[config.mk]
export PLATFORM = sky130hd
export DESIGN_NAME = ecpf_engine
export DESIGN_NICKNAME = d
export VERILOG_FILES = /design/src/rtl/ecpf_pkg.sv /design/src/rtl/ecpf_engine.sv
export VERILOG_INCLUDE_DIRS = /design/src /design/src/rtl
export SDC_FILE = /design/constraint.sdc
export NUM_CORES = 1
export LEC_CHECK = 0
export BUFFER_PORTS_ARGS = -buffer_cell sky130_fd_sc_hd__buf_2
export CAP_MARGIN = 30
export CORE_UTILIZATION = 60
export CTS_CLUSTER_SIZE = 8
export DETAILED_ROUTE_END_ITERATION = 16
export MAX_ROUTING_LAYER = met4
export PLACE_DENSITY = 0.78
export SLEW_MARGIN = 5
export SYNTH_ARGS = -nofsm -noshare
export SYNTH_HDL_FRONTEND = slang
export SYNTH_SLANG_ARGS = --single-unit
[constraint.sdc]
create_clock -name core_clk_in -period 10.4 [get_ports core_clk_in]
set_clock_uncertainty 0.15 [all_clocks]
set_input_delay 1.56 -clock core_clk_in [delete_from_list [all_inputs] [get_ports core_clk_in]]
set_output_delay 1.56 -clock core_clk_in [all_outputs]
set_load 0.05 [all_outputs]
[src/rtl/ecpf_map.svh]
// Register offsets, field positions, reset values and counts of the engine.
// Assumes an 11-bit port-relative register address.
`ifndef ECPF_MAP_SVH
`define ECPF_MAP_SVH
`define ECPF_OFS_DATA   11'h000
`define ECPF_OFS_DCR    11'h002
`define ECPF_OFS_FIFO   11'h400
`define ECPF_OFS_ECR    11'h402
`define ECPF_OFS_EIR    11'h403
`define ECPF_OFS_EDR    11'h404
`define ECPF_IDX_PPCFG  3'h5
`define ECPF_DCR_STB    0
`define ECPF_DCR_AFD    1
`define ECPF_DCR_INIT   2
`define ECPF_DCR_SLIN   3
`define ECPF_DCR_DIR    5
`define ECPF_ECR_EMPTY  0
`define ECPF_ECR_FULL   1
`define ECPF_ECR_SVC    2
`define ECPF_ECR_DMA    3
`define ECPF_PPC_DEMAND 6
`define ECPF_PPC_USER   7
`define ECPF_CFGA_USER  3
`define ECPF_CFGA_BASE  8'h10
`define ECPF_RST_BYTE   8'h00
`define ECPF_FIFO_DEPTH 16
`define ECPF_FIFO_W     9
`define ECPF_FIFO_FREE  5'h10
`define ECPF_THRESH     5'h04
`define ECPF_BURST_LAST 2'h3
`define ECPF_FAIR_LAST  6'h1f
`define ECPF_FAIR_IDLE  4'h8
`define ECPF_FLUSH_TC   8'hff
`endif

[src/rtl/ecpf_pkg.sv]
// Types shared by the engine: operating modes and write-cycle states.
// Assumes nothing beyond a SystemVerilog compiler.
package ecpf_pkg;
  typedef enum logic [2:0] {
    MODE_STD = 3'h0,
    MODE_PS2 = 3'h1,
    MODE_PPF = 3'h2,
    MODE_ECP = 3'h3,
    MODE_EPP = 3'h4,
    MODE_RSV = 3'h5,
    MODE_TST = 3'h6,
    MODE_CFG = 3'h7
  } ecpf_mode_e;
  typedef enum logic [4:0] {
    WR_IDLE  = 5'h01,
    WR_SETUP = 5'h02,
    WR_STB   = 5'h04,
    WR_HOLD  = 5'h08,
    WR_END   = 5'h10
  } ecpf_wr_e;
endpackage

[src/rtl/ecpf_engine.sv]
// Parallel port transfer engine with FIFO, demand DMA and forward writes.
// Assumes one-cycle register strobes and a DMA acknowledge qualifying them.
// Summary of operation
// [RULE1] Demand DMA on: request at threshold 4 or flush expiry, unless fairness.
// [RULE2] Threshold is four free entries forward, four valid entries backward.
// [RULE3] Once raised, request stays for four transfers while FIFO can serve.
// [RULE4] After four transfers, drop on fairness or below threshold, else hold.
// [RULE5] Flush time-out is an 8-bit counter of 256 clocks raising request.
// [RULE6] Backward byte written while request low enables the flush counter.
// [RULE7] Flush counter cleared on request, forward direction or demand off.
// [RULE8] Any mode change resets the whole demand DMA mechanism and FIFO.
// [RULE9] User bit 7 of DMA config reads back as config A bit 3.
// [RULE10] Modes 000 and 001 keep FIFO empty and DMA idle.
// [RULE11] Mode 000 forces forward and drives data; 001 direction decides.
// [RULE12] Hardware cycles only in 010/011; DMA in 010, 011 and 110.
// [RULE13] Mode 010 forces forward; 011 direction bit decides data drive.
// [RULE14] Forward, FIFO not full: writes push via mode-specific FIFO ports.
// [RULE15] DMA enable set and service clear: DMA fills FIFO with data only.
// [RULE16] Forward, FIFO not empty: pop byte and tag, start a write cycle.
// [RULE17] Autofeed follows control bit 1 in 010, popped tag in 011.
// [RULE18] Cycle drives tag and byte first; strobe only after busy low.
// [RULE19] Mode 010 ends the cycle by releasing strobe without busy.
// [RULE20] Mode 011 waits busy high, then holds lines until busy low.
// [RULE21] Control pins open-drain in 000, push-pull otherwise.
// [RULE22] Mode 000 data read returns last written value, not pins.
// [RULE23] Peripheral raises busy to accept a byte, lowers it when ready.
`timescale 1ns/1ps
`include "ecpf_map.svh"

module ecpf_fifo #(
  parameter int WIDTH = 9,
  parameter int DEPTH = 16
) (
  // Clock and reset
  input  wire logic                       clk_in,
  input  wire logic                       rst_n_in,
  input  wire logic                       flush_in,
  // Fill side
  input  wire logic                       in_valid_in,
  output logic                            in_ready_out,
  input  wire logic [WIDTH-1:0]           in_data_in,
  // Drain side
  output logic                            out_valid_out,
  input  wire logic                       out_ready_in,
  output logic      [WIDTH-1:0]           out_data_out,
  output logic      [$clog2(DEPTH):0]     count_out
);
  localparam int AW = $clog2(DEPTH);
  logic [WIDTH-1:0] mem [DEPTH];
  logic [AW-1:0]    wr_ptr;
  logic [AW-1:0]    rd_ptr;
  logic             push;
  logic             pop;

  assign in_ready_out  = (count_out != (AW+1)'(DEPTH)) && !flush_in;
  assign out_valid_out = (count_out != '0) && !flush_in;
  assign out_data_out  = mem[rd_ptr];
  assign push = in_valid_in && in_ready_out;
  assign pop  = out_valid_out && out_ready_in;

  always_ff @(posedge clk_in) begin
    if (push) begin
      mem[wr_ptr] <= in_data_in;
    end
  end

  always_ff @(posedge clk_in or negedge rst_n_in) begin
    if (!rst_n_in) begin
      wr_ptr    <= '0;
      rd_ptr    <= '0;
      count_out <= '0;
    end else if (flush_in) begin
      wr_ptr    <= '0;
      rd_ptr    <= '0;
      count_out <= '0;
    end else begin
      wr_ptr    <= push ? wr_ptr + 1'b1 : wr_ptr;
      rd_ptr    <= pop ? rd_ptr + 1'b1 : rd_ptr;
      count_out <= count_out + (AW+1)'(push) - (AW+1)'(pop);
    end
  end
endmodule

module ecpf_engine (
  // Clock and reset
  input  wire logic        core_clk_in,
  input  wire logic        rstn_in,
  // Register port
  input  wire logic [10:0] addr_in,
  input  wire logic        wr_in,
  input  wire logic        rd_in,
  input  wire logic [7:0]  wdata_in,
  output logic      [7:0]  rdata_out,
  // DMA
  output logic             drq_out,
  input  wire logic        dack_n_in,
  // Backward bytes from the peripheral read engine
  input  wire logic        rev_valid_in,
  output logic             rev_ready_out,
  input  wire logic [7:0]  rev_byte_in,
  // Peripheral pins
  input  wire logic [7:0]  pd_in,
  output logic      [7:0]  pd_out,
  output logic             pd_oe_out,
  input  wire logic        busy_in,
  output logic             strobe_n_out,
  output logic             strobe_oe_out,
  output logic             autofd_n_out,
  output logic             autofd_oe_out,
  output logic             init_n_out,
  output logic             init_oe_out,
  output logic             select_in_n_out,
  output logic             select_in_oe_out
);
  logic [1:0]  rst_sync;
  logic        rst_n;
  logic [7:0]  data_reg;
  logic [7:0]  device_control_reg;
  logic [7:0]  port_dma_config;
  logic [2:0]  eir_index;
  logic [4:2]  ecr_ctl;
  ecpf_pkg::ecpf_mode_e mode;
  ecpf_pkg::ecpf_wr_e   wr_state;
  logic        mode_chg;
  logic        dir_bwd;
  logic        sw_mode;
  logic        auto_mode;
  logic        dma_mode;
  logic        demand_en;
  logic        fifo_flush;
  logic        f_in_valid;
  logic        f_in_ready;
  logic [8:0]  f_in_data;
  logic        f_out_valid;
  logic        f_out_ready;
  logic [8:0]  f_out_data;
  logic [4:0]  f_count;
  logic        dma_wr;
  logic        dma_rd;
  logic        dma_xfer;
  logic        sw_push;
  logic        sw_pop;
  logic        eng_pop;
  logic [7:0]  cyc_byte;
  logic        cyc_tag;
  logic        drq;
  logic [1:0]  burst;
  logic [5:0]  consec;
  logic [3:0]  idle_cnt;
  logic        fair_block;
  logic        thr_ok;
  logic        serv_ok;
  logic [7:0]  flush_cnt;
  logic        flush_en;
  logic        flush_tc;
  logic [7:0]  next_rdata;
  logic        ecr_empty;

  // A reset that arrives asynchronously but leaves in step with the clock.
  always_ff @(posedge core_clk_in or negedge rstn_in) begin
    if (!rstn_in) begin
      rst_sync <= 2'h0;
    end else begin
      rst_sync <= {rst_sync[0], 1'b1};
    end
  end
  assign rst_n = rst_sync[1];

  function automatic logic at_ofs(input logic [10:0] a, input logic [10:0] o);
    return a == o;
  endfunction

  // [RULE11] [RULE13] direction forcing
  assign dir_bwd = (mode == ecpf_pkg::MODE_STD || mode == ecpf_pkg::MODE_PPF)
                   ? 1'b0 : device_control_reg[`ECPF_DCR_DIR];
  // [RULE10] [RULE12] mode classes
  assign sw_mode   = (mode == ecpf_pkg::MODE_STD || mode == ecpf_pkg::MODE_PS2);
  assign auto_mode = (mode == ecpf_pkg::MODE_PPF || mode == ecpf_pkg::MODE_ECP);
  // [RULE15] DMA enable
  assign dma_mode  = (auto_mode || mode == ecpf_pkg::MODE_TST)
                     && ecr_ctl[`ECPF_ECR_DMA] && !ecr_ctl[`ECPF_ECR_SVC];
  assign demand_en = port_dma_config[`ECPF_PPC_DEMAND];
  assign mode_chg  = wr_in && dack_n_in && at_ofs(addr_in, `ECPF_OFS_ECR)
                     && (wdata_in[7:5] != mode);
  // [RULE8] [RULE10] flush
  assign fifo_flush = mode_chg || sw_mode;

  // Register writes; DMA cycles never touch the register file.
  always_ff @(posedge core_clk_in or negedge rst_n) begin
    if (!rst_n) begin
      data_reg           <= `ECPF_RST_BYTE;
      device_control_reg <= `ECPF_RST_BYTE;
      port_dma_config    <= `ECPF_RST_BYTE;
      eir_index          <= 3'h0;
      ecr_ctl            <= 3'h0;
      mode               <= ecpf_pkg::MODE_STD;
    end else if (wr_in && dack_n_in) begin
      if (at_ofs(addr_in, `ECPF_OFS_DATA)) begin
        data_reg <= wdata_in;
      end
      if (at_ofs(addr_in, `ECPF_OFS_DCR)) begin
        device_control_reg <= wdata_in;
      end
      if (at_ofs(addr_in, `ECPF_OFS_ECR)) begin
        mode    <= ecpf_pkg::ecpf_mode_e'(wdata_in[7:5]);
        ecr_ctl <= wdata_in[4:2];
      end
      if (at_ofs(addr_in, `ECPF_OFS_EIR)) begin
        eir_index <= wdata_in[2:0];
      end
      // [RULE9] user bit stored
      if (at_ofs(addr_in, `ECPF_OFS_EDR) && eir_index == `ECPF_IDX_PPCFG) begin
        port_dma_config <= wdata_in;
      end
    end
  end

  assign dma_wr   = !dack_n_in && wr_in && dma_mode && !dir_bwd;
  assign dma_rd   = !dack_n_in && rd_in && dma_mode && dir_bwd;
  assign dma_xfer = dma_wr || dma_rd;
  // [RULE14] software FIFO ports
  assign sw_push = wr_in && dack_n_in && !dir_bwd
    && ((mode == ecpf_pkg::MODE_PPF && at_ofs(addr_in, `ECPF_OFS_FIFO))
     || (mode == ecpf_pkg::MODE_ECP && (at_ofs(addr_in, `ECPF_OFS_FIFO)
                                     || at_ofs(addr_in, `ECPF_OFS_DATA))));
  assign sw_pop  = rd_in && dack_n_in && dir_bwd && mode == ecpf_pkg::MODE_ECP
                   && at_ofs(addr_in, `ECPF_OFS_FIFO);

  always_comb begin
    f_in_valid = 1'b0;
    f_in_data  = {1'b1, wdata_in};
    if (sw_push) begin
      f_in_valid = 1'b1;
      f_in_data  = {!at_ofs(addr_in, `ECPF_OFS_DATA), wdata_in};
    end else if (dma_wr) begin
      // [RULE15] DMA data tag
      f_in_valid = 1'b1;
    end else if (rev_valid_in && dir_bwd && mode == ecpf_pkg::MODE_ECP) begin
      f_in_valid = 1'b1;
      f_in_data  = {1'b1, rev_byte_in};
    end
  end
  assign rev_ready_out = f_in_ready && dir_bwd && mode == ecpf_pkg::MODE_ECP
                         && !sw_push && !dma_wr;
  assign f_out_ready = eng_pop || dma_rd || sw_pop;

  // The FIFO never stalls a host access; software watches the flags.
  ecpf_fifo #(
    .WIDTH (`ECPF_FIFO_W),
    .DEPTH (`ECPF_FIFO_DEPTH)
  ) u_fifo (
    .clk_in        (core_clk_in),
    .rst_n_in      (rst_n),
    .flush_in      (fifo_flush),
    .in_valid_in   (f_in_valid),
    .in_ready_out  (f_in_ready),
    .in_data_in    (f_in_data),
    .out_valid_out (f_out_valid),
    .out_ready_in  (f_out_ready),
    .out_data_out  (f_out_data),
    .count_out     (f_count)
  );

  // [RULE16] pop and start
  assign eng_pop = wr_state == ecpf_pkg::WR_IDLE && auto_mode && !dir_bwd
                   && f_out_valid && !mode_chg;

  always_ff @(posedge core_clk_in or negedge rst_n) begin
    if (!rst_n) begin
      wr_state <= ecpf_pkg::WR_IDLE;
      cyc_byte <= `ECPF_RST_BYTE;
      cyc_tag  <= 1'b1;
    end else if (mode_chg) begin
      // A mode change abandons the cycle, so no stale byte is strobed.
      wr_state <= ecpf_pkg::WR_IDLE;
    end else begin
      case (wr_state)
        ecpf_pkg::WR_IDLE: begin
          if (eng_pop) begin
            cyc_byte <= f_out_data[7:0];
            cyc_tag  <= f_out_data[8];
            wr_state <= ecpf_pkg::WR_SETUP;
          end
        end
        // [RULE18] strobe after busy low
        ecpf_pkg::WR_SETUP: begin
          if (!busy_in) begin
            wr_state <= ecpf_pkg::WR_STB;
          end
        end
        // [RULE19] [RULE20] cycle end
        ecpf_pkg::WR_STB: begin
          if (mode != ecpf_pkg::MODE_ECP) begin
            wr_state <= ecpf_pkg::WR_END;
          end else if (busy_in) begin
            wr_state <= ecpf_pkg::WR_HOLD;
          end
        end
        ecpf_pkg::WR_HOLD: begin
          if (!busy_in) begin
            wr_state <= ecpf_pkg::WR_END;
          end
        end
        ecpf_pkg::WR_END: begin
          wr_state <= ecpf_pkg::WR_IDLE;
        end
        default: begin
          wr_state <= ecpf_pkg::WR_IDLE;
        end
      endcase
    end
  end

  // Empty reads set only once the last cycle has finished.
  assign ecr_empty = !f_out_valid && wr_state == ecpf_pkg::WR_IDLE;

  // [RULE2] threshold
  assign thr_ok  = dir_bwd ? (f_count >= `ECPF_THRESH)
                           : ((`ECPF_FIFO_FREE - f_count) >= `ECPF_THRESH);
  // [RULE3] service check
  assign serv_ok = dir_bwd ? f_out_valid : f_in_ready;
  assign fair_block = idle_cnt != 4'h0;

  // [RULE1] [RULE3] [RULE4] request
  always_ff @(posedge core_clk_in or negedge rst_n) begin
    if (!rst_n) begin
      drq      <= 1'b0;
      burst    <= 2'h0;
      consec   <= 6'h0;
      idle_cnt <= 4'h0;
    end else if (mode_chg || !dma_mode) begin
      // [RULE8] mechanism reset
      drq      <= 1'b0;
      burst    <= 2'h0;
      consec   <= 6'h0;
      idle_cnt <= 4'h0;
    end else if (!demand_en) begin
      drq    <= serv_ok;
      burst  <= 2'h0;
      consec <= 6'h0;
    end else if (!drq) begin
      idle_cnt <= fair_block ? idle_cnt - 4'h1 : 4'h0;
      burst    <= 2'h0;
      consec   <= 6'h0;
      drq      <= !fair_block && serv_ok && (thr_ok || flush_tc);
    end else if (!serv_ok) begin
      drq <= 1'b0;
    end else if (dma_xfer) begin
      burst  <= burst + 2'h1;
      consec <= consec + 6'h1;
      if (consec == `ECPF_FAIR_LAST) begin
        drq      <= 1'b0;
        idle_cnt <= `ECPF_FAIR_IDLE;
      end else if (burst == `ECPF_BURST_LAST && !thr_ok) begin
        drq <= 1'b0;
      end
    end
  end
  assign drq_out = drq;

  // [RULE5] [RULE6] [RULE7] flush time-out
  always_ff @(posedge core_clk_in or negedge rst_n) begin
    if (!rst_n) begin
      flush_cnt <= 8'h00;
      flush_en  <= 1'b0;
    end else if (drq || !dir_bwd || !demand_en || mode_chg) begin
      flush_cnt <= 8'h00;
      flush_en  <= 1'b0;
    end else begin
      flush_en  <= flush_en || (rev_valid_in && rev_ready_out);
      flush_cnt <= flush_en ? flush_cnt + 8'h01 : flush_cnt;
    end
  end
  assign flush_tc = flush_en && flush_cnt == `ECPF_FLUSH_TC;

  // Read data is captured on the strobe so it stays stable after it.
  always_comb begin
    next_rdata = `ECPF_RST_BYTE;
    if (dma_rd || sw_pop) begin
      next_rdata = f_out_data[7:0];
    end else if (at_ofs(addr_in, `ECPF_OFS_DATA)) begin
      // [RULE22] latched data read
      next_rdata = dir_bwd ? pd_in : data_reg;
    end else if (at_ofs(addr_in, `ECPF_OFS_DCR)) begin
      next_rdata = {device_control_reg[7:6], dir_bwd,
                    device_control_reg[4:0]};
    end else if (at_ofs(addr_in, `ECPF_OFS_ECR)) begin
      // Full comes from the count, since ready also drops while flushing.
      next_rdata = {mode, ecr_ctl, f_count == `ECPF_FIFO_FREE, ecr_empty};
    end else if (at_ofs(addr_in, `ECPF_OFS_EIR)) begin
      next_rdata = {5'h00, eir_index};
    end else if (at_ofs(addr_in, `ECPF_OFS_EDR)
                 && eir_index == `ECPF_IDX_PPCFG) begin
      next_rdata = port_dma_config;
    end else if (at_ofs(addr_in, `ECPF_OFS_FIFO)
                 && mode == ecpf_pkg::MODE_CFG) begin
      // [RULE9] user bit readback
      next_rdata = `ECPF_CFGA_BASE | {4'h0,
        port_dma_config[`ECPF_PPC_USER], 3'h0};
    end
  end

  always_ff @(posedge core_clk_in or negedge rst_n) begin
    if (!rst_n) begin
      rdata_out <= `ECPF_RST_BYTE;
    end else if (rd_in) begin
      rdata_out <= next_rdata;
    end
  end

  // Pin levels come from flops; in open-drain mode a high is only released.
  always_ff @(posedge core_clk_in or negedge rst_n) begin
    if (!rst_n) begin
      pd_out          <= `ECPF_RST_BYTE;
      strobe_n_out    <= 1'b1;
      autofd_n_out    <= 1'b1;
      init_n_out      <= 1'b0;
      select_in_n_out <= 1'b1;
    end else begin
      init_n_out      <= device_control_reg[`ECPF_DCR_INIT];
      select_in_n_out <= !device_control_reg[`ECPF_DCR_SLIN];
      if (auto_mode && !dir_bwd) begin
        pd_out       <= cyc_byte;
        strobe_n_out <= wr_state != ecpf_pkg::WR_STB;
        // [RULE17] autofeed source
        autofd_n_out <= (mode == ecpf_pkg::MODE_ECP) ? cyc_tag
                        : !device_control_reg[`ECPF_DCR_AFD];
      end else begin
        pd_out       <= data_reg;
        strobe_n_out <= !device_control_reg[`ECPF_DCR_STB];
        autofd_n_out <= !device_control_reg[`ECPF_DCR_AFD];
      end
    end
  end

  // [RULE11] [RULE13] data drive
  assign pd_oe_out = !dir_bwd;
  // [RULE21] open-drain controls
  assign strobe_oe_out    = mode != ecpf_pkg::MODE_STD || !strobe_n_out;
  assign autofd_oe_out    = mode != ecpf_pkg::MODE_STD || !autofd_n_out;
  assign init_oe_out      = mode != ecpf_pkg::MODE_STD || !init_n_out;
  assign select_in_oe_out = mode != ecpf_pkg::MODE_STD || !select_in_n_out;

  a_mode_flush: assert property (  // [RULE8]
    @(posedge core_clk_in) disable iff (!rst_n)
    mode_chg |=> f_count == 5'h00 && !drq && flush_cnt == 8'h00)
    else $error("mode change left DMA or FIFO state");
  a_sw_idle: assert property (  // [RULE10]
    @(posedge core_clk_in) disable iff (!rst_n)
    sw_mode |-> f_count == 5'h00 && !drq)
    else $error("FIFO or DMA active in software mode");
  a_dir_forced: assert property (  // [RULE11]
    @(posedge core_clk_in) disable iff (!rst_n)
    (mode == ecpf_pkg::MODE_STD || mode == ecpf_pkg::MODE_PPF)
    |-> pd_oe_out)
    else $error("data pins not driven in forward-only mode");
  a_strobe_busy: assert property (  // [RULE18]
    @(posedge core_clk_in) disable iff (!rst_n)
    $past(auto_mode && !dir_bwd) && $fell(strobe_n_out)
    |-> $past(!busy_in, 2))
    else $error("strobe asserted without busy low");
  a_hold_lines: assert property (  // [RULE20]
    @(posedge core_clk_in) disable iff (!rst_n)
    wr_state == ecpf_pkg::WR_HOLD && !dir_bwd && $past(!dir_bwd)
    |=> $stable(pd_out) && $stable(autofd_n_out))
    else $error("lines changed before busy low");
  a_flush_clear: assert property (  // [RULE7]
    @(posedge core_clk_in) disable iff (!rst_n)
    drq || !dir_bwd |=> flush_cnt == 8'h00 && !flush_en)
    else $error("flush counter not cleared");
  a_burst_hold: assert property (  // [RULE3]
    @(posedge core_clk_in) disable iff (!rst_n)
    drq && demand_en && dma_xfer && burst != `ECPF_BURST_LAST
    && consec != `ECPF_FAIR_LAST && serv_ok && dma_mode && !mode_chg
    |=> drq)
    else $error("request dropped inside a burst");
  a_od_pins: assert property (  // [RULE21]
    @(posedge core_clk_in) disable iff (!rst_n)
    mode == ecpf_pkg::MODE_STD && strobe_n_out |-> !strobe_oe_out)
    else $error("strobe driven high in open-drain mode");
endmodule

==> results.md, run 1 <==
* Detailed-route via count at ~7.8k
* Worst path required time at 8.69 ns
* Reg2reg setup slack at 6.43 ns
* Routed WL at 27.9 mm
* Async set or reset register ratio after synthesis at 41.9%
* Most used cell, CP: buf_2
* Total global-route track usage at slightly below 30%
* Hold Fails Final Rpt at 0
* ANT cells at 0
* Crit share post-route at 54.4%
* Ys flop type: edfxtp_1
* Class of the most critical setup path: in2out
* Area share of the largest cell type after synthesis at 37.4%
* Die area at 19800 um^2
* RSZ-0062 raised after global routing: false
* Worst r2r src: mode[0]
* Max_slew headroom at 31.2%
* F_max at 177 MHz
* First-pass GRT wire length at roughly 43 mm
* Final TNS setup at 0 ns
* Clk Latency, worst-skew pair at approximately 0.52 ns
* Placed Area at 12000 um^2
* Hold-fix buffers, CTS at 0
* Max-capacitance violation count at 0
* Root buffer cell: clkbuf_16
* Final Max Tran Viols at 0
* Worst-path cell chain: buf_2 > nor2_1 > nand4_1 > o211ai_1 > nor3_1 > buf_2
* Largest cells by area after synthesis: edfxtp_1 (37%), dfrtp_1 (21%), mux2_2 (4.2%)
* Syn_area_per_cell at 13.1 um^2
* Critical-path top delay cell: o211ai_1
* Final Setup Violations at 0
* Post-CTS sizing at 0
* Cell Rows at 50
* Post-CTS Setup Bufs at 0
* Initial core utilization at 61.6%
* Final instance area at about 13000 um^2
* Via-to-Cell Ratio at between 6 and 7
* Status: completed
* Number of synthesized flops with an enable pin at 144
* Leading area contributor after synthesis: edfxtp_1
* CTS Sinks at 248
* Max incr delay on CP at 0.78 ns
* Worst-path fanout max at 13
* Synthesized flop and latch total at 248
* Critical Path End Type: output port
* Mapped Area at 11600 um^2
* Lkg Pwr at 4.95 nW
* H-tree depth at 2
* Yosys warns at 0
* Crit start category: input port
* Buf+Inv Stages, Crit Path at 2
* Vias in the first global route at 7725
* Die height at 141 um
* Initial antenna violation count at 0
* Clock-pin slew on the worst setup and hold paths at 0.05 ns
* WL/cell at ~23 um
* Area Growth Syn to Fin at 13.7%
* Max reg flops at between 100 and 150
* PortBufs at 68
* Total gr overflow at 0
* Die width at between 100 and 150 um
* Worst slew pin tran at 1.02 ns
* Ports at approximately 70
* Drt first pass iters at 5
* Largest net degree at the start of global routing at 70
* Share of layout cells above drive strength 1 at 21.1%
* Reg-to-Reg End: u_fifo.count_out[4]
* Post-route minimum period at 5.66 ns
* CTS Buf Count at 36
* Maximum vdd drop at approximately 0.14 mV
* Antenna Nets Post-Route at 0
* Setup ws final at about 4.7 ns
* HP Class: reg2async
* GP Congestion at 0.902
* Crit path DAT at between 3 and 4 ns
* Final hold slack at 0.126 ns
* Sequential share of the synthesized area at 60.0%
* Fin nets at 1019
* Cells after synthesis at between 800 and 900
* Clk buf depth at 3
* Core footprint at roughly 19000 um^2
* Iteration-0 DRC Markers at 730
* Post-Syn Nets at 948
* Most flops, register: u_fifo.mem
* Worst reg2reg path depth at 13
* CTS tree: done
* Pwr dens at 167 nW/um^2
* Remaining DRCs at 0
* Netlist cell types at 82
* DP HPWL at 18.4 mm
* Cell family with most CP delay: simple AND/OR/NAND/NOR gates
* Setup Slack @ Placement at 4.41 ns
## power by group
| group | internal (mW) | switching, mW | leakage, nW |
|---|---|---|---|
| logic | 0.0126 | 0.0373 | 1.71 |
| registers | 1.05 | 0.00387 | 2.73 |
| clock network | 0.666 | 0.425 | 0.504 |
## cells in the final DEF, fill, tap and decap left out, types with 13 or more instances in the layout
| master | Yosys | layout |
|---|---|---|
| inv_1 | 29 | 29 |
| nand4_1 | 15 | 15 |
| buf_2 | 14 | 68 |
| a21oi_1 | 32 | 32 |
| mux2_2 | 43 | 43 |
| mux2i_1 | 45 | 45 |
| nand2b_1 | 13 | 13 |
| nor2_1 | 39 | 39 |
| nand3_1 | 29 | 29 |
| mux4_2 | 21 | 21 |
| dfrtp_1 | 99 | 97 |
| edfxtp_1 | 144 | 144 |
| a221oi_1 | 18 | 18 |
| and2_1 | 17 | 17 |
| clkbuf_16 | 0 | 37 |
| nand2_1 | 85 | 85 |
| ha_1 | 20 | 20 |
| clkbuf_1 | 24 | 24 |
| o21ai_0 | 22 | 22 |
## synthesized netlist by cell type (3+ instances only)
cell type,instances
a21oi_1,32
o21a_1,8
a211oi_1,5
o31ai_1,8
a22o_1,3
and4_1,5
clkbuf_1,24
or3_1,4
buf_2,14
mux2_2,43
nor4b_1,4
a221oi_1,18
o22ai_1,8
edfxtp_1,144
or4_1,5
nor2_1,39
nand3b_1,3
nor4bb_1,3
xnor2_1,8
o211ai_1,3
dfstp_2,5
and3_1,6
nor2b_1,5
nor4_1,8
nand2_1,85
a211o_1,4
and2_1,17
mux4_2,21
nor3_1,8
xor2_1,6
inv_1,29
clkinv_1,3
mux2i_1,45
nand3_1,29
o21ai_0,22
nand2b_1,13
dfrtp_1,99
a22oi_1,6
ha_1,20
nand4_1,15
## worst max-delay path by stage
| stage | start | end | slack (ns) | cells past startpoint |
|---|---|---|---|---|
| after floorplan | addr_in[10] | rev_ready_out | 5.17 | 5 |
| after global placement | addr_in[5] | rev_ready_out | 4.57 | 6 |
| after detailed placement | addr_in[5] | rev_ready_out | 4.41 | 6 |
| after CTS | addr_in[5] | rev_ready_out | 4.40 | 6 |
| after global routing | addr_in[9] | rev_ready_out | 4.53 | 6 |
| final | addr_in[9] | rev_ready_out | 4.74 | 6 |
## kinds of logic after synthesis
family                   count (synthesis)  share of synthesized area, %
flip-flops                             248                          60.0
XOR/XNOR                                14                          1.06
AND/OR/NAND/NOR                        269                          12.5
buffers and inverters                   75                          2.72
adder cells (fa/ha/maj)                 21                          2.34
multiplexers                           109                          12.2
AO/OA/AOI/OAI                          148                          9.15
other                                    1                        0.0324
## metal layers
metal	GRT usage, %	up-vias	wire length (um)	share of wire, %
met5	-	-	0	0
met3	5.33	86	2060	7.4
li1	-	3508	-	-
met1	38.6	3877	11300	40
met4	12.3	0	1080	3.9
met2	47.0	357	13500	48
## layout make-up
cell class              instances  area (um^2)
multi-input cells             562         4310
clock inverters                 2         40.0
fillers                      1264         5630
clock buffers                  61         1020
flip-flops and latches        248         6940
inverters                      32          120
repair buffers                 76          420
well taps                     234          293
## stage by stage
stage	power, mW	util [%]	std cells
floorplan	1.09	-	885
CTS	2.20	69.8	1212
global placement	1.12	64.2	1149
finish	2.19	70.0	1215
global route	2.24	70.0	1215
detailed placement	1.12	64.2	1149
## worst register-to-register path, cell delays in order (launching register included)
cell,delay [ns]
dfrtp_1,0.71
o21a_1,0.61
clkinv_1,0.50
nand4_1,0.27
o311a_1,0.43
nor2_1,0.11
ha_1,0.23
inv_1,0.07
fa_1,0.19
nor2_1,0.06
nor2_1,0.08
nor2_1,0.05
or3_1,0.30
a21oi_1,0.14
Power figures use the tool's default switching activity.
==> run 2, diff against run 1 <==
--- a/config.mk
+++ b/config.mk
@@ -6,6 +6,7 @@
 export SDC_FILE = /design/constraint.sdc
 export NUM_CORES = 1
 export LEC_CHECK = 0
+export ABC_AREA = 1
 export BUFFER_PORTS_ARGS = -buffer_cell sky130_fd_sc_hd__buf_2
 export CAP_MARGIN = 30
 export CORE_UTILIZATION = 60
==> constraint.sdc (replaced) <==
create_clock -name core_clk_in -period 5.75 [get_ports core_clk_in]
set_clock_uncertainty 0.15 [all_clocks]
set_input_delay 0.8625 -clock core_clk_in [delete_from_list [all_inputs] [get_ports core_clk_in]]
set_output_delay 0.8625 -clock core_clk_in [all_outputs]
set_load 0.05 [all_outputs]
==> run 2 against run 1 <==
Against the previous run:
- flip-flop and latch count did not move
- clock power rose by 77%
- largest cell class unchanged
- wire length grew 1.7%
- die area decreased by 0.42%
- area after synthesis down 0.42%
- combinational power is 100% higher
- highest routed layer unchanged
- sequential share of layout area up 0.29 points
- worst hold slack improved by 0.077 ns
- total power increased by 79%
- worst setup slack got worse by 3.0 ns
- global-route usage up 0.79 points
==> results.md, run 2 <==
* Status: completed (unchanged)
* Register area at 6940 um^2 (unchanged)
* Iteration-0 DRC Markers at 958 (was 730)
* Busiest metal layer after global routing: met2 (unchanged)
* Final Max Tran Viols at 0 (unchanged)
* Core footprint at 18800 um^2 (unchanged)
* Routing usage on met1 at 43.2% (was 38.6%)
* Number of synthesized flops with an enable pin at 144 (unchanged)
* Crit path DAT at 4.18 ns (was 3.95 ns)
* Lkg Pwr at 5.39 nW (was 4.95 nW)
* Max_slew headroom at 34.4% (was 31.2%)
* DP HPWL at 18.7 mm (was 18.4 mm)
* Commonest non-fill, non-tap cells in the layout: nand2_1 (322), edfxtp_1 (144), nor2_1 (97), dfrtp_1 (97) (was edfxtp_1 (144), dfrtp_1 (97), nand2_1 (85), buf_2 (68), mux2i_1 (45))
* Cell Rows at 50 (unchanged)
* Placed Area at 12000 um^2 (about the same)
* Syn_area_per_cell at 9.65 um^2 (was 13.1 um^2)
* Final Setup Violations at 0 (unchanged)
* Total global-route track usage at 30.6% (was 29.8%)
* Top cells by count, synth: nand2_1 (322), edfxtp_1 (144), dfrtp_1 (99) (was edfxtp_1 (144), dfrtp_1 (99), nand2_1 (85))
* Synthesized flop and latch total at 248 (unchanged)
* Worst path required time at 5.96 ns (was 8.69 ns)
* Filler instances at 1363 (was 1264)
* Die area at 19700 um^2 (was 19800 um^2)
* Clk Latency, worst-skew pair at 0.51 ns (was 0.52 ns)
* Antenna Nets Post-Route at 0 (unchanged)
* Most common cell after layout, fill and taps aside: nand2_1 (was edfxtp_1)
* Mapped Area at 11500 um^2 (was 11600 um^2)
* Complex-gate fraction of the synthesized area at 9.41% (was 9.15%)
* H-tree depth at 2 (unchanged)
* Yosys warns at 0 (unchanged)
* Most flops, register: u_fifo.mem (unchanged)
* Initial core utilization at 61.3% (was 61.6%)
* Setup ws final at 1.78 ns (was 4.74 ns)
* Netlist cell types at 50 (was 82)
* Setup Slack @ Placement at 1.47 ns (was 4.41 ns)
* Hold-fix buffers, CTS at 1 (was 0)
* Clk buf depth at 3 (unchanged)
* Drt first pass iters at 5 (unchanged)
* Worst-path fanout max at 17 (was 13)
* F_max at between 200 and 300 MHz
* Routed WL at 28.4 mm (was 27.9 mm)
* Final TNS setup at 0 ns (unchanged)
* GP Congestion at 0.983 (was 0.902)
* Leading area contributor after synthesis: edfxtp_1 (unchanged)
* PortBufs at 68 (unchanged)
* Post-CTS sizing at 0 (unchanged)
* Most common cell in the netlist: nand2_1 (was edfxtp_1)
* CTS Buf Count at 36 (unchanged)
* Pwr dens at 301 nW/um^2 (was 167 nW/um^2)
* Die height at 141 um (about the same)
* Multiplexer share of the synthesized area at 0% (was 12.2%)
* CTS tree: done (unchanged)
* First-pass GRT wire length at 44.6 mm (was 43.1 mm)
* Hold Fails Final Rpt at 0 (unchanged)
* Initial antenna violation count at 0 (unchanged)
* Area Growth Syn to Fin at 13.5% (was 13.7%)
* RSZ-0062 raised after global routing: false (unchanged)
* Die width at 141 um (about the same)
* Remaining DRCs at 0 (unchanged)
* Clock-pin slew on the worst setup and hold paths at 0.05 ns (about the same)
* Largest cells by area after synthesis: edfxtp_1 (38%), dfrtp_1 (22%), nand2_1 (11%) (was edfxtp_1 (37%), dfrtp_1 (21%), mux2_2 (4.2%))
* Via-to-Cell Ratio at 5.88 (was 6.44)
* Ports at 69 (unchanged)
* WL/cell at 18.6 um (was 23.0 um)
* Total gr overflow at 0 (unchanged)
* Vias in the first global route at 8370 (was 7725)
* Xor-xnor portion of the synthesized cell area at 1.37% (was 1.06%)
* ANT cells at 0 (unchanged)
* HP Class: reg2async (unchanged)
* Largest family of logic cells by synthesized area: simple AND/OR/NAND/NOR gates (unchanged)
* Fin nets at 1329 (was 1019)
* Class of the most critical setup path: reg2reg (was in2out)
* Root buffer cell: clkbuf_16 (unchanged)
* Critical Path End Type: flip-flop (was output port)
* Ys flop type: edfxtp_1 (unchanged)
* Area share of the largest cell type after synthesis at 37.6% (was 37.4%)
* Worst slew pin tran at 0.980 ns (was 1.02 ns)
* Crit share post-route at 69.1%
* Post-route minimum period at 3.97 ns
* Final instance area at 13100 um^2 (about the same)
* Post-Syn Nets at 1256 (was 948)
* Multi-input gate area at 3990 um^2 (was 4310 um^2)
* CTS Sinks at 248 (unchanged)
* Detailed-route via count at 8978 (was 7828)
* Simple-gate share of the synthesized area at 21.4% (was 12.5%)
* Met2 Resource Use GR at 45.8% (was 47.0%)
* Largest net degree at the start of global routing at 88 (was 70)
* Met3 Use GR at 4.92% (was 5.33%)
* Max reg flops at 144 (unchanged)
* Maximum vdd drop at 0.196 mV (was 0.142 mV)
* Sequential share of the synthesized area at 60.2% (was 60.0%)
* Share of layout cells above drive strength 1 at 13.3% (was 21.1%)
* Max-capacitance violation count at 0 (unchanged)
* Area share of fa/ha/maj cells after synthesis at 2.35% (was 2.34%)
* Async set or reset register ratio after synthesis at 41.9% (unchanged)
* Cells after synthesis at 1193 (was 885)
* Crit start category: flip-flop (was input port)
* Post-CTS Setup Bufs at 0 (unchanged)
-- run 2: changes by cell type after synthesis, moves of 17 or more --
cell and change:
mux2_2 -43, mux4_2 -21, a221oi_1 -18, nand3_1 +47, nand2_1 +237, o21ai_0 +75, and2_1 -17, mux2i_1 -45
nor2_1 +58, inv_1 +60
-- run 2: per-stage QoR --
step           cells  power, mW  utilization [%]  hold WS (ns)
2_1_floorplan   1193       1.99                -         0.181
3_3_place_gp    1461       2.03             64.0         0.186
3_5_place_dp    1461       2.04             64.0         0.203
4_1_cts         1526       3.95             69.6         0.220
5_1_grt         1526       4.04             69.6         0.232
6_report        1526       3.93             69.6         0.203
-- run 2: final timing paths --
| check | start | to | slack (ns) | cells after the start |
|---|---|---|---|---|
| max in group asynchronous | rst_sync[1] | port_dma_config[7] | 4.13 | 1 |
| min reg2reg | rst_sync[1] | u_fifo.wr_ptr[1] | 0.20 | 0 |
| max | mode[0] | u_fifo.count_out[4] | 1.78 | 14 |
| min in group core_clk_in | rst_sync[0] | rst_sync[1] | 0.21 | 0 |
| max reg2reg | mode[0] | u_fifo.count_out[4] | 1.78 | 14 |
| min | rst_sync[1] | u_fifo.wr_ptr[1] | 0.20 | 0 |
-- run 2: critical path, cell delays in order (launching register included) --
cell and delay [ns]:
dfrtp_1 0.53, o21ai_4 0.52, inv_2 0.29, nor2_4 0.29
nand3_1 0.37, nand2_1 0.19, ha_1 0.24, inv_1 0.06
ha_1 0.16, inv_1 0.05, fa_1 0.42, o21ai_0 0.24
a21oi_1 0.12, xnor2_1 0.14, nor2_1 0.05
-- run 2: layout make-up --
cell class	instances	share of cell area (%)
Sequential cell	248	53.1
Multi-Input combinational cell	799	30.6
Clock buffer	62	7.80
Timing Repair Buffer	77	3.14
Inverter	104	3.03
Tap cell	234	2.24
Clock inverter	2	0.134
-- run 2: per-layer routing --
layer | share of wire, % | vias to the layer above | routed length [um]
met5 | 0 | - | 0
met4 | 2.2 | 0 | 628
met3 | 9.5 | 57 | 2680
met2 | 46 | 475 | 13100
met1 | 42 | 4263 | 12000
li1 | - | 4183 | -
-- run 2: kinds of logic after synthesis --
logic type / count (synthesis)
adders and majority gates: 21
DFF: 248
buffers and inverters: 146
other: 1
xor gates and xnor gates: 18
and+or+nand+nor: 569
AOI/OAI and AO/OA: 190
-- run 2: report_power, final --
part | switching, mW | internal [mW] | leakage, nW
Clock | 0.730 | 1.20 | 0.495
Combinational | 0.0763 | 0.0259 | 2.14
Sequential | 0.00993 | 1.89 | 2.76
